===== src/verilog/msr_pkg.sv =====
// constants shared by the memory controller status register bank
package msr_pkg;

	// data width of the register port
	localparam int DW = 32;
	// number of captured interrupt sources
	localparam int N_SRC = 3;
	// lane-map words: four data nibble groups plus the check-bit group
	localparam int N_LANE = 5;
	// general-purpose output words
	localparam int N_GP = 4;
	// least address width accepted; every offset below fits in it
	localparam int ADDR_W_MIN = 12;

	// register offsets, byte addresses
	localparam logic [11:0] OFF_TRAIN_REQ = 12'h378;
	localparam logic [11:0] OFF_UPD_REQ = 12'h37C;
	localparam logic [11:0] OFF_LANE_NIB_LO = 12'h380;
	localparam logic [11:0] OFF_LANE_NIB_MID_LO = 12'h384;
	localparam logic [11:0] OFF_LANE_NIB_MID_HI = 12'h388;
	localparam logic [11:0] OFF_LANE_NIB_HI = 12'h38C;
	localparam logic [11:0] OFF_LANE_CHECKBITS = 12'h390;
	localparam logic [11:0] OFF_RANK_MODE = 12'h398;
	localparam logic [11:0] OFF_SEQ_PROGRESS = 12'h39C;
	localparam logic [11:0] OFF_GP_INPUT = 12'h400;
	localparam logic [11:0] OFF_GP_OUT0 = 12'h408;
	localparam logic [11:0] OFF_GP_OUT1 = 12'h40C;
	localparam logic [11:0] OFF_GP_OUT2 = 12'h410;
	localparam logic [11:0] OFF_GP_OUT3 = 12'h414;
	localparam logic [11:0] OFF_IRQ_SETUP = 12'h500;
	localparam logic [11:0] OFF_IRQ_CLEAR = 12'h508;
	localparam logic [11:0] OFF_IRQ_RAW = 12'h510;
	localparam logic [11:0] OFF_SRAM_CORR_LO = 12'h518;
	localparam logic [11:0] OFF_SRAM_CORR_HI = 12'h51C;
	localparam logic [11:0] OFF_SRAM_DEFER_LO = 12'h520;
	localparam logic [11:0] OFF_SRAM_DEFER_HI = 12'h524;
	localparam logic [11:0] OFF_EXT_CORR_LO = 12'h528;

	// interrupt status bit positions
	localparam int IRQ_SRAM_CORR = 0;
	localparam int IRQ_SRAM_DEFER = 1;
	localparam int IRQ_EXT_CORR = 2;

	// reset value of every register in the bank
	localparam logic [31:0] RST_WORD = 32'h00000000;

endpackage


===== src/verilog/msr_irq_if.sv =====
// carrier between the register bank and its interrupt collector
`timescale 1ns/100ps
`default_nettype none

interface msr_irq_if #(
	parameter int N = 3
);
	logic [N-1:0] evt;
	logic clr_wr;
	logic [N-1:0] clr_mask;
	logic [N-1:0] enable;
	logic [N-1:0] raw;
	logic irq;

	// bank side: drives events, clears and enables
	modport bank (
		output evt,
		output clr_wr,
		output clr_mask,
		output enable,
		input raw,
		input irq
	);

	// collector side: keeps the sticky bits and the interrupt level
	modport ctrl (
		input evt,
		input clr_wr,
		input clr_mask,
		input enable,
		output raw,
		output irq
	);
endinterface

`default_nettype wire


===== src/verilog/msr_irq_ctrl.sv =====
// sticky interrupt status bits and the masked interrupt level
`timescale 1ns/100ps
`default_nettype none

module msr_irq_ctrl #(
	parameter int N = 3
) (
	// clock and reset
	input wire logic ref_clk,
	input wire logic rstn,
	// bank connection
	msr_irq_if.ctrl irq_bus
);
	logic [N-1:0] raw_q;
	logic [N-1:0] raw_d;
	logic irq_q;

	// at least one source is needed
	if (N < 1) begin : g_bad_n
		$error("N must be at least one");
	end

	always_comb begin
		raw_d = raw_q & ~(irq_bus.clr_wr ? irq_bus.clr_mask : '0);
		raw_d = raw_d | irq_bus.evt; // a new event beats a clear
	end

	// sticky status bits
	always_ff @(posedge ref_clk or negedge rstn) begin
		if (!rstn) begin
			raw_q <= '0;
		end else begin
			raw_q <= raw_d;
		end
	end

	always_ff @(posedge ref_clk or negedge rstn) begin
		if (!rstn) begin
			irq_q <= 1'b0;
		end else begin
			irq_q <= |(raw_d & irq_bus.enable);
		end
	end

	assign irq_bus.raw = raw_q;
	assign irq_bus.irq = irq_q;
endmodule // msr_irq_ctrl

`default_nettype wire


===== src/verilog/msr_regbank.sv =====
// register bank: request status, lane maps, general words, interrupts
//
// Summary of operation
// - status and capture registers always readable; writes to them are ignored.
// - read-write registers accept writes and read back stored value in any state.
// - training request status reads current pending and active requests; resets to zero.
// - update request status reads current update requests; resets to zero.
// - one lane-map index word per nibble group drives CRC compensation.
// - separate lane-map word drives CRC compensation of check-bit lanes.
// - rank state reads half-rate clocking, max power saving and latency settings.
// - sequence progress reads the mode-change sequence being processed now.
// - general input view reads the live general-purpose input word.
// - four output words each drive their own output, reset to zero.
// - interrupt setup register is read-write, resets to zero, steers interrupt output.
// - interrupt clear is write-only, always accepted, reads return zero.
// - raw interrupt state shows conditions before masking.
// - each SRAM error source captures event details in a 64-bit register pair; the external source in one 32-bit word.
//
// The implementer's own choice: the address-and-strobe port.
`timescale 1ns/100ps
`default_nettype none

module msr_regbank #(
	parameter int ADDR_W = 12
) (
	// clock and reset
	input wire logic ref_clk,
	input wire logic rstn,
	// register port
	input wire logic [ADDR_W-1:0] reg_addr,
	input wire logic [msr_pkg::DW-1:0] reg_wdata,
	input wire logic reg_wr,
	input wire logic reg_rd,
	output logic [msr_pkg::DW-1:0] reg_rdata,
	// live controller state
	input wire logic [msr_pkg::DW-1:0] train_req_state_i,
	input wire logic [msr_pkg::DW-1:0] upd_req_state_i,
	input wire logic [msr_pkg::DW-1:0] rank_mode_state_i,
	input wire logic [msr_pkg::DW-1:0] seq_progress_i,
	input wire logic [msr_pkg::DW-1:0] gp_input_i,
	// error events with their details
	input wire logic sram_corr_evt_i,
	input wire logic [63:0] sram_corr_info_i,
	input wire logic sram_defer_evt_i,
	input wire logic [63:0] sram_defer_info_i,
	input wire logic ext_corr_evt_i,
	input wire logic [msr_pkg::DW-1:0] ext_corr_info_i,
	// lane maps toward the CRC logic
	output logic [4*msr_pkg::DW-1:0] lane_map_nib_o,
	output logic [msr_pkg::DW-1:0] lane_map_chk_o,
	// general-purpose output words
	output logic [msr_pkg::N_GP*msr_pkg::DW-1:0] gp_output_o,
	// interrupt level
	output logic irq_o
);
	import msr_pkg::*;

	// address width must reach the top offset
	if (ADDR_W < ADDR_W_MIN) begin : g_bad_addr_w
		$error("ADDR_W too small for the register map");
	end

	// storage
	logic [DW-1:0] lane_map_q [N_LANE];
	logic [DW-1:0] gp_out_q [N_GP];
	logic [DW-1:0] irq_setup_q;
	logic [63:0] sram_corr_info_q;
	logic [63:0] sram_defer_info_q;
	logic [DW-1:0] ext_corr_info_q;
	logic [DW-1:0] rdata_q;
	logic [DW-1:0] rdata_d;
	logic [N_SRC-1:0] evt;

	msr_irq_if #(.N(N_SRC)) irq_bus ();

	// true when the port address selects a given offset
	function automatic logic hit(input logic [ADDR_W-1:0] a, input logic [11:0] off);
		return a == ADDR_W'(off);
	endfunction

	// index of a lane-map word, valid when in range
	function automatic logic [2:0] lane_idx(input logic [ADDR_W-1:0] a);
		logic [ADDR_W-1:0] rel;
		rel = a - ADDR_W'(OFF_LANE_NIB_LO);
		return rel[4:2];
	endfunction

	// true when the address falls on a lane-map word
	function automatic logic lane_hit(input logic [ADDR_W-1:0] a);
		return a >= ADDR_W'(OFF_LANE_NIB_LO) && a <= ADDR_W'(OFF_LANE_CHECKBITS) && a[1:0] == 2'b00;
	endfunction

	// index of an output word, valid when in range
	function automatic logic [1:0] gp_idx(input logic [ADDR_W-1:0] a);
		logic [ADDR_W-1:0] rel;
		rel = a - ADDR_W'(OFF_GP_OUT0);
		return rel[3:2];
	endfunction

	// true when the address falls on an output word
	function automatic logic gp_hit(input logic [ADDR_W-1:0] a);
		return a >= ADDR_W'(OFF_GP_OUT0) && a <= ADDR_W'(OFF_GP_OUT3) && a[1:0] == 2'b00;
	endfunction

	always_ff @(posedge ref_clk or negedge rstn) begin
		if (!rstn) begin
			for (int i = 0; i < N_LANE; i++) begin
				lane_map_q[i] <= RST_WORD;
			end
		end else if (reg_wr && lane_hit(reg_addr)) begin
			lane_map_q[lane_idx(reg_addr)] <= reg_wdata;
		end
	end

	always_ff @(posedge ref_clk or negedge rstn) begin
		if (!rstn) begin
			for (int i = 0; i < N_GP; i++) begin
				gp_out_q[i] <= RST_WORD;
			end
		end else if (reg_wr && gp_hit(reg_addr)) begin
			gp_out_q[gp_idx(reg_addr)] <= reg_wdata;
		end
	end

	always_ff @(posedge ref_clk or negedge rstn) begin
		if (!rstn) begin
			irq_setup_q <= RST_WORD;
		end else if (reg_wr && hit(reg_addr, OFF_IRQ_SETUP)) begin
			irq_setup_q <= reg_wdata;
		end
	end

	always_ff @(posedge ref_clk or negedge rstn) begin
		if (!rstn) begin
			sram_corr_info_q <= {RST_WORD, RST_WORD};
			sram_defer_info_q <= {RST_WORD, RST_WORD};
			ext_corr_info_q <= RST_WORD;
		end else begin
			if (sram_corr_evt_i) begin
				sram_corr_info_q <= sram_corr_info_i;
			end
			if (sram_defer_evt_i) begin
				sram_defer_info_q <= sram_defer_info_i;
			end
			if (ext_corr_evt_i) begin
				ext_corr_info_q <= ext_corr_info_i;
			end
		end
	end

	// events and clears toward the collector
	always_comb begin
		evt = '0;
		evt[IRQ_SRAM_CORR] = sram_corr_evt_i;
		evt[IRQ_SRAM_DEFER] = sram_defer_evt_i;
		evt[IRQ_EXT_CORR] = ext_corr_evt_i;
	end

	assign irq_bus.evt = evt;
	assign irq_bus.clr_wr = reg_wr && hit(reg_addr, OFF_IRQ_CLEAR);
	assign irq_bus.clr_mask = reg_wdata[N_SRC-1:0];
	assign irq_bus.enable = irq_setup_q[N_SRC-1:0];

	msr_irq_ctrl #(.N(N_SRC)) u_irq (
		.ref_clk(ref_clk),
		.rstn(rstn),
		.irq_bus(irq_bus.ctrl)
	);

	// read decode; unmapped and write-only offsets read zero
	always_comb begin
		rdata_d = RST_WORD;
		if (lane_hit(reg_addr)) begin
			rdata_d = lane_map_q[lane_idx(reg_addr)];
		end else if (gp_hit(reg_addr)) begin
			rdata_d = gp_out_q[gp_idx(reg_addr)];
		end else begin
			case (reg_addr)
				ADDR_W'(OFF_TRAIN_REQ): rdata_d = train_req_state_i;
				ADDR_W'(OFF_UPD_REQ): rdata_d = upd_req_state_i;
				ADDR_W'(OFF_RANK_MODE): rdata_d = rank_mode_state_i;
				ADDR_W'(OFF_SEQ_PROGRESS): rdata_d = seq_progress_i;
				ADDR_W'(OFF_GP_INPUT): rdata_d = gp_input_i;
				ADDR_W'(OFF_IRQ_SETUP): rdata_d = irq_setup_q;
				ADDR_W'(OFF_IRQ_RAW): rdata_d = {{(DW-N_SRC){1'b0}}, irq_bus.raw};
				ADDR_W'(OFF_SRAM_CORR_LO): rdata_d = sram_corr_info_q[31:0];
				ADDR_W'(OFF_SRAM_CORR_HI): rdata_d = sram_corr_info_q[63:32];
				ADDR_W'(OFF_SRAM_DEFER_LO): rdata_d = sram_defer_info_q[31:0];
				ADDR_W'(OFF_SRAM_DEFER_HI): rdata_d = sram_defer_info_q[63:32];
				ADDR_W'(OFF_EXT_CORR_LO): rdata_d = ext_corr_info_q;
				default: rdata_d = RST_WORD;
			endcase
		end
	end

	always_ff @(posedge ref_clk or negedge rstn) begin
		if (!rstn) begin
			rdata_q <= RST_WORD;
		end else begin
			rdata_q <= reg_rd ? rdata_d : RST_WORD; // data only in the cycle after the strobe
		end
	end

	// outputs straight from storage
	assign reg_rdata = rdata_q;
	assign irq_o = irq_bus.irq;
	assign lane_map_chk_o = lane_map_q[4];
	always_comb begin
		for (int i = 0; i < 4; i++) begin
			lane_map_nib_o[i*DW +: DW] = lane_map_q[i];
		end
		for (int i = 0; i < N_GP; i++) begin
			gp_output_o[i*DW +: DW] = gp_out_q[i];
		end
	end
endmodule // msr_regbank

`default_nettype wire


===== config.mk =====
export PLATFORM = sky130hd
export DESIGN_NAME = msr_regbank
export DESIGN_NICKNAME = d
export VERILOG_FILES = /design/src/verilog/msr_pkg.sv /design/src/verilog/msr_irq_if.sv /design/src/verilog/msr_irq_ctrl.sv /design/src/verilog/msr_regbank.sv
export SDC_FILE = /design/constraint.sdc
export NUM_CORES = 1
export LEC_CHECK = 0
export BUFFER_PORTS_ARGS = -buffer_cell sky130_fd_sc_hd__buf_2
export CAP_MARGIN = 20
export CELL_PAD_IN_SITES_DETAIL_PLACEMENT = 1
export CELL_PAD_IN_SITES_GLOBAL_PLACEMENT = 1
export CORE_AREA = 2 2 272 274
export DETAILED_ROUTE_END_ITERATION = 10
export DIE_AREA = 0 0 274 276
export PLACE_DENSITY_LB_ADDON = 0.1
export RECOVER_POWER = 25
export SYNTH_ARGS = -nofsm -noshare
export SYNTH_HDL_FRONTEND = slang
export SYNTH_HIERARCHICAL = 1
export SYNTH_SLANG_ARGS = --single-unit
export TNS_END_PERCENT = 30

===== constraint.sdc =====
create_clock -name ref_clk -period 1.9 [get_ports ref_clk]
set_clock_uncertainty 0.1 [all_clocks]
set_input_delay 0.285 -clock ref_clk [delete_from_list [all_inputs] [get_ports ref_clk]]
set_output_delay 0.285 -clock ref_clk [all_outputs]
set_load 0.05 [all_outputs]

==> impl_metrics.csv <==
group,metric,value,unit
run_status,run_status,"finished, violations left",
setup_path,critical_path.endpoint_type,"flop",
sta,tns,-22680,ps
global_route,grt_use_total,0.3017,
global_route,overflow,0,
setup_path,regToRegStartpoint,"gp_output_o[57]",
place,place.gp.congestion,0.8779,
synth,synthesis.area,0.02430,sq mm
clocking,numCtsBuffers,59,
clocking,ctsLongestPathBuffers,3,
clocking,clock_pin_slew_worst_setup_and_hold_paths,60,ps
power_and_ir_drop,finalPower,26.02,mW
hold_path,hold_path.class,"primary input to flop",
place,hpwl_after_detailed_placement,86290,um
route,vias_per_cell,5.409,
synth,ys_types,64,
hold_path,hp-start,"reg_wdata[11]",
power_and_ir_drop,peakVddDrop,0.6903,mV
route,initialDrtViolationCount,1400,
route,wl,118500,um
global_route,grt_pass1_wl,165300,um
place,post-place-cells,3495,
synth,synth_area_leaders,"sky130_fd_sc_hd__dfrtp_1, sky130_fd_sc_hd__mux2_2, sky130_fd_sc_hd__mux2i_1",
sta,final.period_utilization,1.104,
sta,worst_slew_pin_slew,1335,ps
clocking,cts-root-buf,"sky130_fd_sc_hd__clkbuf_16",
setup_path,reg_to_reg_slack_setup,-40,ps
sta,setup_ws,-197.9,ps
setup_path,critPathArrivalTime,2500,ps
sta,finalHoldViolCount,0,
sta,post-route-min-period,2098,ps
synth,synth_enable_flop_cells,0,
synth,synth.cells.most_frequent,"sky130_fd_sc_hd__dfrtp_1, sky130_fd_sc_hd__mux2_2, sky130_fd_sc_hd__mux2i_1, sky130_fd_sc_hd__clkbuf_1, sky130_fd_sc_hd__nand2_1",
synth,async_flop_share,1.000,
route,post_route_drc_violation_count,0,
setup_path,rr_endpoint,"reg_rdata[25]",
run_status,violated_checks,"setup timing",
setup_path,worstRegToRegCells,4,
synth,yosysMostFrequentCell,"sky130_fd_sc_hd__dfrtp_1",
setup_path,crit_path_required_time,2300,ps
floorplan,floorplan.initialDensity,0.3347,
finish,layout.filler_cells,7606,
clocking,cts_tree,"yes",
finish,finish.utilization,0.4890,
sta,timing.final.setup_violations,171,
synth,synth_flop_cell,"sky130_fd_sc_hd__dfrtp_1",
floorplan,std_cell_rows,99,
place,portBuffers,691,
setup_path,worstSetupPathType,"primary input to flop",
setup_path,worst_setup_path_start_kind,"primary input",
power_and_ir_drop,leakagePower,17.79,nW
route,drt-wirelength-per-cell,30.94,um
finish,fin_nets,3185,
synth,synth-seq-cells,516,
floorplan,boundaryPins,692,
clocking,htreeDepth,2,
hold_path,worstHoldEndpoint,"lane_map_nib_o[107]",
sta,timing.max_slew.rel_slack,0.1100,
synth,ys_seq_area_frac,0.5314,
sta,fmax,476.7,MHz
clocking,cts.sink_count,516,
setup_path,cp_max_fo,8,
hold_path,holdPathStages,2,
synth,yosysTopAreaCell,"sky130_fd_sc_hd__dfrtp_1",
synth,post_synth_inst_count,1789,
synth,net_count_synth,2160,
finish,syn2layout_area_growth,46.07,%
floorplan,coreArea,0.07259,sq mm
sta,report.final.slew_viol_count,0,
route,drt_first_pass_iters,5,
power_and_ir_drop,power_dens_cells,733.1,mW/mm^2
finish,layoutNonFillerInstCount,3830,
global_route,antenna_found_initial,13,
synth,yosys.area.top_type_share,0.5314,
global_route,first_global_vias,22360,
finish,final_layout_size_suffix_gt1_frac,0.5631,
floorplan,die_w,274,um
sta,unrepaired_setup_endpoints_after_global_routing,"yes",
global_route,grt_max_degree,65,
clocking,worstSkewPairLatency,640,ps
flow_run,maxCapViolCount,0,
route,via_count,20720,
route,count_of_antenna_violating_nets_left_after_detailed_routing,0,
synth,synth.yosys.warnings,6,
floorplan,design.die.area,0.07562,sq mm
floorplan,chipHeight,276,um
synth,synth.avg_cell_area,13.58,sq um
[critical path, cell delays in order]
cell	delay, ps
sky130_fd_sc_hd__buf_8	100
sky130_fd_sc_hd__nor4bb_4	280
sky130_fd_sc_hd__buf_4	170
sky130_fd_sc_hd__nand4_1	110
sky130_fd_sc_hd__a221o_2	500
sky130_fd_sc_hd__buf_12	180
sky130_fd_sc_hd__nor3_4	200
sky130_fd_sc_hd__buf_6	190
sky130_fd_sc_hd__buf_12	150
sky130_fd_sc_hd__mux2_4	310
[placed cells by master, fill, tap and decap left out, types with 11 or more instances in the layout]
master	Yosys	final
sky130_fd_sc_hd__mux4_2	39	39
sky130_fd_sc_hd__a31oi_1	21	21
sky130_fd_sc_hd__buf_2	30	683
sky130_fd_sc_hd__clkinv_2	0	15
sky130_fd_sc_hd__dfrtp_1	516	516
sky130_fd_sc_hd__nor2_1	12	12
sky130_fd_sc_hd__a211oi_1	20	19
sky130_fd_sc_hd__buf_6	7	15
sky130_fd_sc_hd__clkbuf_16	0	68
sky130_fd_sc_hd__a221oi_1	35	23
sky130_fd_sc_hd__nand2_1	63	62
sky130_fd_sc_hd__inv_1	21	21
sky130_fd_sc_hd__buf_4	10	161
sky130_fd_sc_hd__a22o_1	44	43
sky130_fd_sc_hd__mux2i_1	97	97
sky130_fd_sc_hd__o22ai_1	51	49
sky130_fd_sc_hd__mux2_4	0	127
sky130_fd_sc_hd__a221oi_2	1	11
sky130_fd_sc_hd__dlygate4sd3_1	0	197
sky130_fd_sc_hd__a22oi_1	38	38
sky130_fd_sc_hd__clkbuf_1	71	22
sky130_fd_sc_hd__o21ai_0	48	41
sky130_fd_sc_hd__mux2_2	481	369
sky130_fd_sc_hd__clkbuf_8	0	17
sky130_fd_sc_hd__buf_12	0	47
[logic make-up (layout without fill, tap and decap cells)]
group / Yosys count / after routing / synth area share
compound gates: 305 / 305 / 0.09202
simple gates: 136 / 136 / 0.03141
other cells: 0 / 10 / 0
mux: 641 / 641 / 0.3101
flops: 516 / 516 / 0.5314
buf+inv: 190 / 1262 / 0.03466
xor+xnor: 1 / 1 / 0.0003605
[through the flow]
| step | setup slack, ps | hold slack [ps] | instance area, sq um |
|---|---|---|---|
| floorplan | -531.7 | -110.6 | 24410 |
| global placement | -958.3 | 131.1 | 30670 |
| detailed placement | -886.4 | 128.4 | 30670 |
| CTS | -151.6 | 0.6303 | 35150 |
| global route | -232.8 | 22.49 | 35490 |
| finish | -197.9 | 15.40 | 35490 |
[power breakdown]
| part | switching [mW] | internal (mW) | leakage (nW) |
|---|---|---|---|
| Combinational | 1.69 | 1.39 | 10.0 |
| Clock | 4.86 | 6.43 | 0.948 |
| Sequential | 0.251 | 11.4 | 6.82 |
[area by class of cell]
cell class | instances | area, sq um | share of cell area
flip-flops and latches | 516 | 12910 | 0.3638
multi-input cells | 1083 | 11270 | 0.3176
repair buffers | 1133 | 8117 | 0.2287
clock buffers | 91 | 1788 | 0.05038
well taps | 959 | 1200 | 0.03381
clock inverters | 17 | 100.1 | 0.002820
inverters | 21 | 78.83 | 0.002221
diodes | 10 | 25.02 | 0.0007050
[per-layer routing]
layer | global-route usage | routed length, um
met2 | 0.4866 | 55970
met5 | 0 | 34
met4 | 0.07372 | 3049
met1 | 0.4155 | 51800
met3 | 0.06071 | 7654
[repair_timing]
action,in CTS,in global routing
endpoints found under the hold margin,747,0
resized for setup,120,56
hold buffers,197,0
setup buffers,7,1
pin swaps,10,23
cloned,4,9
endpoints found under the setup margin,177,225
[sequential cells by signal, indices dropped and copies added (netlist names)]
register and count:
lane_map_nib_o 128, sram_corr_info_q 64, lane_map_chk_o 32, gp_output_o 128
u_irq/irq_bus.irq 1, ext_corr_info_q 32, reg_rdata 32, irq_setup_q 32
sram_defer_info_q 64, u_irq/irq_bus.raw 3
[worst max-delay path by stage]
stage / slack (ps) / endpoint / cells past startpoint / start
after floorplan: -530 / lane_map_nib_o[11] / 8 / reg_addr[2]
after global placement: -960 / lane_map_nib_o[23] / 8 / reg_addr[10]
after detailed placement: -890 / lane_map_nib_o[24] / 8 / reg_addr[10]
after CTS: -150 / lane_map_nib_o[117] / 10 / reg_addr[11]
after global routing: -230 / lane_map_nib_o[123] / 10 / reg_addr[10]
final: -200 / lane_map_nib_o[123] / 10 / reg_addr[10]
No activity file was read; power rests on OpenSTA's default activity.
